===== src/rtl/char_video_pkg.sv =====
/*
  Shared constants for the character-cell video path: dot counter
  reload, cell geometry, sweep timing and bus widths.
  Assumes a 100 MHz system clock; all timing counts derive from it.
*/
package char_video_pkg;
  // System clock period
  localparam int CLK_PERIOD_NS = 10;
  // Sweep period and horizontal sync width, as times
  localparam int SWEEP_NS = 58500;
  localparam int SYNC_NS = 4500;
  // Sync width in clock cycles, rounded down
  localparam int SYNC_CYC = SYNC_NS / CLK_PERIOD_NS;
  // Dot counter: 4 bits, reloads 6 on carry, so 10 dots per cell
  localparam logic [3:0] DOT_RELOAD = 4'h6;
  localparam logic [3:0] DOT_CARRY = 4'hF;
  // Last count of the dot clock enable divider: four system clocks per dot
  localparam logic [1:0] DOT_DIV_LAST = 2'h3;
  // Last sweep of a text row (fifteen sweeps per row), and sweeps per graphic sub-row
  localparam logic [3:0] ROW_LAST_SWEEP = 4'hE;
  localparam logic [3:0] SUB_SWEEPS = 4'h5;
  // Character cells per text row
  localparam logic [9:0] ROW_COLS = 10'h040;
  // Widths
  localparam int ADDR_W = 10;
  localparam int CODE_W = 8;
  localparam int PAT_W = 9;
  // Graphics sub-row codes
  localparam logic [1:0] SUB_TOP = 2'h0;
  localparam logic [1:0] SUB_MID = 2'h1;
  localparam logic [1:0] SUB_BOT = 2'h2;
endpackage


===== src/rtl/dot_counter.sv =====
/*
  Dot counter: 4-bit binary counter advanced on each dot enable,
  reloading 6 on carry so that it carries once every ten dots.
  Assumes tickEn is a one-cycle enable already gated by blanking.
*/
`timescale 1ns/100ps
module dot_counter
  import char_video_pkg::*;
(
  input wire logic sysClk, // System clock
  input wire logic rstSyncN, // Synchronised reset, active low
  input wire logic tickEn, // One dot
  output logic [3:0] dotCount, // Current count
  output logic eoc // End of character, one cycle
);
  // Count register
  logic [3:0] cnt_q;

  // Advance, reload 6 on carry
  always_ff @(posedge sysClk or negedge rstSyncN)
  begin
    if (!rstSyncN)
      cnt_q <= DOT_RELOAD;
    else if (tickEn)
    begin
      if (cnt_q == DOT_CARRY)
        cnt_q <= DOT_RELOAD;
      else
        cnt_q <= cnt_q + 4'h1;
    end
  end

  assign dotCount = cnt_q;
  // Carry qualified by the dot: the tenth-dot pulse
  assign eoc = tickEn && (cnt_q == DOT_CARRY);
endmodule // dot_counter


===== src/rtl/dot_serializer.sv =====
/*
  Dot serializer: parallel-load shift register, MSB first, shifting a
  dark level in behind the pattern. Load and shift are active low.
  Assumes loadN falls only in a cycle where shiftN is also low.
*/
`timescale 1ns/100ps
module dot_serializer
  import char_video_pkg::*;
(
  input wire logic sysClk, // System clock
  input wire logic rstSyncN, // Synchronised reset, active low
  input wire logic loadN, // Parallel load, active low
  input wire logic shiftN, // Dot shift, active low
  input wire logic [PAT_W-1:0] parDots, // Dot pattern
  output logic dotOut // Serial video dot
);
  // Pattern plus the dark tenth position
  logic [PAT_W:0] sr_q;

  // Load wins over shift; dark shifts
  always_ff @(posedge sysClk or negedge rstSyncN)
  begin
    if (!rstSyncN)
      sr_q <= '0;
    else if (!loadN)
      sr_q <= {parDots, 1'b0};
    else if (!shiftN)
      sr_q <= {sr_q[PAT_W-1:0], 1'b0};
  end

  // Top stage drives the video
  assign dotOut = sr_q[PAT_W];
endmodule // dot_serializer


===== src/rtl/character_video_serializer.sv =====
/*
  Character-cell video path: dot enable, blanking gate, dot counter,
  character code latch, address and sweep counters, block graphics,
  generator mux and dot serializer; horizontal sync from sys_clk.
  Assumes the display memory and character ROM answer combinationally
  and that hBlank is synchronous to sys_clk.
*/
`timescale 1ns/100ps
module character_video_serializer
  import char_video_pkg::*;
#(
  parameter int SWEEP_CYC = SWEEP_NS / CLK_PERIOD_NS // Sweep period in cycles
)
(
  input wire logic sys_clk, // System clock, 100 MHz
  input wire logic rst_n, // Asynchronous reset, active low
  input wire logic hBlank, // Horizontal blanking, active high
  input wire logic forceGfxN, // Force graphics select, active low
  input wire logic [CODE_W-1:0] memData, // Internal data bus
  input wire logic [PAT_W-1:0] romDots, // Character ROM dots
  output logic [ADDR_W-1:0] memAddr, // Display memory address
  output logic [CODE_W-1:0] charCode, // Latched code to generators
  output logic [3:0] sweepInRow, // Sweep within the text row
  output logic hSync, // Horizontal sync, active high
  output logic eocPulse, // End of character, one cycle
  output logic videoDot // Serial dot video
);
  // Reset synchroniser stages
  logic rstMeta_q;
  logic rstSyncN;
  // Sweep divider
  logic [12:0] hCnt_q;
  logic sweepEnd;
  logic hSync_q;
  // Dot enable divider
  logic [1:0] dotDiv_q;
  logic dotTick;
  // Dot counter
  logic [3:0] dotCount;
  logic eoc;
  logic eocN;
  logic shiftN;
  // Character latch and addressing
  logic [CODE_W-1:0] code_q;
  logic [ADDR_W-1:0] addr_q;
  logic [ADDR_W-1:0] rowBase_q;
  logic [3:0] sweep_q;
  logic [1:0] subRow_q;
  logic [3:0] subCnt_q;
  // Generators
  logic [PAT_W-1:0] gfxDots;
  logic [PAT_W-1:0] dotPattern;
  logic muxSel;
  logic gfxLeft;
  logic gfxRight;

  // Reset release through two flops; first stage feeds only the second
  always_ff @(posedge sys_clk or negedge rst_n)
  begin
    if (!rst_n)
    begin
      rstMeta_q <= 1'b0;
      rstSyncN <= 1'b0;
    end
    else
    begin
      rstMeta_q <= 1'b1;
      rstSyncN <= rstMeta_q;
    end
  end

  // Sweep divider straight off sys_clk, not the dot clock
  always_ff @(posedge sys_clk or negedge rstSyncN)
  begin
    if (!rstSyncN)
      hCnt_q <= '0;
    else if (sweepEnd)
      hCnt_q <= '0;
    else
      hCnt_q <= hCnt_q + 13'h0001;
  end

  assign sweepEnd = (hCnt_q == 13'(SWEEP_CYC - 1));

  // Sync pulse at the head of each sweep
  always_ff @(posedge sys_clk or negedge rstSyncN)
  begin
    if (!rstSyncN)
      hSync_q <= 1'b0;
    else if (sweepEnd)
      hSync_q <= 1'b1;
    else if (hCnt_q == 13'(SYNC_CYC - 1))
      hSync_q <= 1'b0;
  end

  // Dot enable divider; stands in for the separate dot oscillator
  always_ff @(posedge sys_clk or negedge rstSyncN)
  begin
    if (!rstSyncN)
      dotDiv_q <= '0;
    else if (dotDiv_q == DOT_DIV_LAST)
      dotDiv_q <= '0;
    else
      dotDiv_q <= dotDiv_q + 2'h1;
  end

  // Blanking kills the dot clock, so no dots and no pulses
  assign dotTick = (dotDiv_q == DOT_DIV_LAST) && !hBlank;
  // Active-low copies toward the serializer
  assign shiftN = !dotTick;
  assign eocN = !eoc;

  // Ten-dot character divider
  dot_counter u_dotCounter (
    .sysClk(sys_clk),
    .rstSyncN(rstSyncN),
    .tickEn(dotTick),
    .dotCount(dotCount),
    .eoc(eoc)
  );

  // Code latch: invert top bit, keep the rest by weight
  always_ff @(posedge sys_clk or negedge rstSyncN)
  begin
    if (!rstSyncN)
      code_q <= '0;
    else if (!eocN)
      code_q <= {!memData[CODE_W-1], memData[CODE_W-2:0]};
  end

  // Sweep within the row, wrapping after fifteen
  always_ff @(posedge sys_clk or negedge rstSyncN)
  begin
    if (!rstSyncN)
      sweep_q <= '0;
    else if (sweepEnd)
    begin
      if (sweep_q == ROW_LAST_SWEEP)
        sweep_q <= '0;
      else
        sweep_q <= sweep_q + 4'h1;
    end
  end

  // Graphic sub-row every five sweeps
  always_ff @(posedge sys_clk or negedge rstSyncN)
  begin
    if (!rstSyncN)
    begin
      subCnt_q <= '0;
      subRow_q <= SUB_TOP;
    end
    else if (sweepEnd)
    begin
      if (sweep_q == ROW_LAST_SWEEP)
      begin
        subCnt_q <= '0;
        subRow_q <= SUB_TOP;
      end
      else if (subCnt_q == SUB_SWEEPS - 4'h1)
      begin
        subCnt_q <= '0;
        subRow_q <= subRow_q + 2'h1;
      end
      else
        subCnt_q <= subCnt_q + 4'h1;
    end
  end

  // Row base steps one row after the last sweep; memory just wraps
  always_ff @(posedge sys_clk or negedge rstSyncN)
  begin
    if (!rstSyncN)
      rowBase_q <= '0;
    else if (sweepEnd && sweep_q == ROW_LAST_SWEEP)
      rowBase_q <= rowBase_q + ROW_COLS;
  end

  // Address: restarts each sweep, steps per character, no host
  always_ff @(posedge sys_clk or negedge rstSyncN)
  begin
    if (!rstSyncN)
      addr_q <= '0;
    else if (sweepEnd)
    begin
      // Same row repeats its codes on every sweep
      if (sweep_q == ROW_LAST_SWEEP)
        addr_q <= rowBase_q + ROW_COLS;
      else
        addr_q <= rowBase_q;
    end
    else if (eoc)
      addr_q <= addr_q + 10'h001;
  end

  // Block graphics: two blocks per sub-row from code bits
  always_comb
  begin
    gfxLeft = 1'b0;
    gfxRight = 1'b0;
    unique case (subRow_q)
      SUB_TOP:
      begin
        gfxLeft = code_q[0];
        gfxRight = code_q[1];
      end
      SUB_MID:
      begin
        gfxLeft = code_q[2];
        gfxRight = code_q[3];
      end
      SUB_BOT:
      begin
        gfxLeft = code_q[4];
        gfxRight = code_q[5];
      end
      // Code 3 never reached; shows dark
      default:
      begin
        gfxLeft = 1'b0;
        gfxRight = 1'b0;
      end
    endcase
  end

  // Five dots left block, four right; tenth stays dark
  assign gfxDots = {{5{gfxLeft}}, {4{gfxRight}}};
  // Low select picks graphics; forceGfxN low forces it
  assign muxSel = code_q[CODE_W-1] && forceGfxN;
  assign dotPattern = muxSel ? romDots : gfxDots;

  // Dot serializer, loaded by the inverted pulse
  dot_serializer u_dotSerializer (
    .sysClk(sys_clk),
    .rstSyncN(rstSyncN),
    .loadN(eocN),
    .shiftN(shiftN),
    .parDots(dotPattern),
    .dotOut(videoDot)
  );

  // Outputs
  assign memAddr = addr_q;
  assign charCode = code_q;
  assign sweepInRow = sweep_q;
  assign hSync = hSync_q;
  assign eocPulse = eoc;

  // Helper: dots since the last end-of-character
  logic [3:0] dotsSince_q;
  always_ff @(posedge sys_clk or negedge rstSyncN)
  begin
    if (!rstSyncN)
      dotsSince_q <= '0;
    else if (eoc)
      dotsSince_q <= '0;
    else if (dotTick)
      dotsSince_q <= dotsSince_q + 4'h1;
  end
endmodule // character_video_serializer


===== config.mk =====
export PLATFORM = sky130hd
export DESIGN_NAME = character_video_serializer
export DESIGN_NICKNAME = d
export VERILOG_FILES = /design/src/rtl/char_video_pkg.sv /design/src/rtl/dot_counter.sv /design/src/rtl/dot_serializer.sv /design/src/rtl/character_video_serializer.sv
export SDC_FILE = /design/constraint.sdc
export NUM_CORES = 1
export LEC_CHECK = 0
export BUFFER_PORTS_ARGS = -buffer_cell sky130_fd_sc_hd__buf_2
export CAP_MARGIN = 5
export CORE_ASPECT_RATIO = 1.4
export CORE_MARGIN = 4
export CORE_UTILIZATION = 35
export CTS_CLUSTER_DIAMETER = 150
export CTS_CLUSTER_SIZE = 30
export DETAILED_ROUTE_END_ITERATION = 10
export PLACE_DENSITY_LB_ADDON = 0.3
export SYNTH_ARGS = -nofsm -noshare
export SYNTH_HDL_FRONTEND = slang
export SYNTH_SLANG_ARGS = --single-unit

===== constraint.sdc =====
create_clock -name sys_clk -period 2.2 [get_ports sys_clk]
set_input_delay 0.66 -clock sys_clk [delete_from_list [all_inputs] [get_ports sys_clk]]
set_output_delay 0.66 -clock sys_clk [all_outputs]
set_load 0.02 [all_outputs]

==> key figures <==
Outcome
  – Status: complete, no violations

Drt
  – Pre-Repair DR Iteration Count: 4
  – Antenna Nets Post-Route: 0
  – First-iteration detailed-routing DRC count: 81
  – Vias: 2470
  – Wire length per cell: 14.0 um
  – Vias per inst: 5.16
  – DRT Wirelength: 6690 um
  – Residual DRC: 0

Place
  – Routability Congestion: 0.773
  – Place WS: 0.00341 ns
  – DP HPWL: 4720 um
  – Port Buffers: 45

Worst setup path
  – Flop-to-flop setup slack: 0.02 ns
  – Critical path peak fanout: 2
  – Crit end category: output port
  – CP Launch Type: register
  – Data arrival, critical path: 1.53 ns
  – CP required: 1.54 ns
  – WS Path Type: register to output port

GRT
  – Most used routing layer: met2
  – Tot GR Track Use: 14.1%
  – Met3 Track Usage GR: 4.18%
  – Initial antenna violation count: 0
  – Met2 usage: 22.6%
  – Global route overflow: 0
  – Largest net degree at the start of global routing: 62
  – Number of global-route vias before repair: 2500
  – Met1 Use GR: 16.7%
  – First-pass GRT wire length: 11400 um

Timing
  – Setup TNS: 0 ns
  – Max Freq: 457 MHz
  – PnR worst setup slack: 0.0123 ns
  – RSZ-0062 raised after global routing: yes
  – Worst Clk Skew: 0.00523 ns
  – Final min period: 2.19 ns
  – Slew Viols, Final: 0
  – Fin. Hold Viols: 0
  – Setup Viol. Count Final: 0
  – Hold WS: 0.107 ns
  – Fin crit share: 99.4%

Floorplanning
  – FP Rows: 40
  – Width of the die: 86.8 um
  – Die Area: 0.0103 mm^2
  – Core ar.: 0.00851 mm^2
  – IO Pins: 46
  – Starting Density: 35.7%
  – Die height: 118 um

Final layout
  – Most frequent cells in the layout: dfrtp_1, nand2_1, buf_2, nor2_1, nand3_1
  – Layout area overhead: 26.7%
  – # diodes: 0
  – Most common cell after layout, fill and taps aside: dfrtp_1
  – Share of cells above drive strength 1: 26.5%
  – Fin nets: 402

Synthesis
  – Syn Area/Cell: 9.97 um^2
  – Leading area contributor after synthesis: dfrtp_1
  – Synth top area share: 50.2%
  – Async set or reset register ratio after synthesis: 100%
  – FF+latch count, synth: 63
  – Mapped Area: 0.00304 mm^2
  – Synth area leaders: dfrtp_1, nand2_1, ha_1, xnor2_1, o21ai_0
  – Number of flops mapped to enable cells by yosys: 0
  – Post-synthesis sequential area ratio: 51.9%
  – Yosys warns: 0
  – Synth unique cells: 49
  – Synthesized instance count: 305
  – Net count after synthesis: 338
  – Ys flop type: dfrtp_1

Flow run
  – Number of max-cap violations: 0

CTS
  – Level count of the clock H-tree: 3
  – Worst skew pair latency: 0.33 ns
  – CTS tree: yes
  – # hold bufs at CTS: 0
  – Worst-path clk slew: 0.05 ns
  – Number of CTS-inserted buffers: 9
  – Root buf cell: clkbuf_16
  – Clock buffer depth: 2
  – Sink Count: 63

Pwr
  – Cell Pwr Density: 800 mW/mm^2
  – Maximum vdd drop: 0.478 mV
  – Leakage: 0.00181 uW
  – Total Power: 3080 uW

Min path
  – Worst hold path class: primary input to async pin
==> worst paths after layout <==
check	startpoint	to	depth (start not counted)
min in group sys_clk	rstMeta_q	rstSyncN	0
max reg2reg	hCnt_q[1]	rowBase_q[7]	6
max	u_dotCounter.dotCount[1]	eocPulse	5
min reg2reg	rstSyncN	subCnt_q[0]	1
max in group asynchronous	rstSyncN	u_dotCounter.dotCount[2]	1
min	rst_n	rstSyncN	1
==> worst max-delay path, cell delays in order (launching register included) <==
cell and delay, ns:
dfstp_2 0.55, ha_4 0.15, nand3_4 0.07, or2_4 0.26, inv_2 0.07, buf_6 0.11
==> where the power goes <==
| part | total (uW) | leakage (uW) | switching, uW | internal (uW) |
|---|---|---|---|---|
| clock network | 1380 | 0.000146 | 480 | 901 |
| registers | 1370 | 0.000820 | 96.6 | 1270 |
| logic | 332 | 0.000842 | 169 | 163 |
| total | 3080 | 0.00181 | 745 | 2340 |
==> state kept, by name, indices dropped and copies added (netlist names), 2 cells and up <==
register	count
charCode	8
dotDiv_q	2
hCnt_q	13
memAddr	10
rowBase_q	4
subCnt_q	4
subRow_q	2
sweepInRow	4
u_dotCounter.dotCount	4
u_dotSerializer.sr_q	9
==> metal layers <==
layer,share of wire [%],vias to the layer above,routed length (um)
met3,4.8,16,322
met1,42,1198,2790
met4,2.7,0,182
met2,51,51,3390
met5,0,-,0
li1,-,1205,-
==> layout make-up <==
type,count,area (um^2)
tap,105,131
clock inverter,4,45.0
fill,845,4650
clock buffer,12,246
multi-input combinational,223,1430
sequential,63,1580
inverter,9,33.8
timing repair buffer,63,387
==> stage by stage <==
step,cells,instance area (um^2),util (%)
2_1_floorplan,305,3060,-
3_3_place_gp,460,3480,41.0
3_5_place_dp,460,3480,41.0
4_1_cts,478,3810,44.8
5_1_grt,479,3850,45.3
6_report,479,3850,45.3
==> cells by family after synthesis <==
kind of cell,share of synthesized area [%]
other cells,0.123
buf+inv,3.04
simple gates,21.7
flops,51.9
fa+ha+maj,4.94
compound gates,11.1
mux,1.40
xor+xnor,5.76
==> timing repair <==
| item | 4_1_cts | 5_1_grt |
|---|---|---|
| setup endpoints to repair | 1 | 9 |
| resized for setup | 5 | 16 |
| pin swaps | 0 | 4 |
| buffers inserted | 2 | 1 |
| hold endpoints to repair | 0 | 0 |
==> cell usage after synthesis (7+ instances only) <==
cell type	n
a21oi_1	16
dfrtp_1	61
ha_1	12
inv_1	9
nand2_1	50
nand3_1	18
nor2_1	19
nor3_1	7
o21ai_0	20
o22ai_1	8
xnor2_1	12
xor2_1	8
Power figures use the tool's default switching activity.
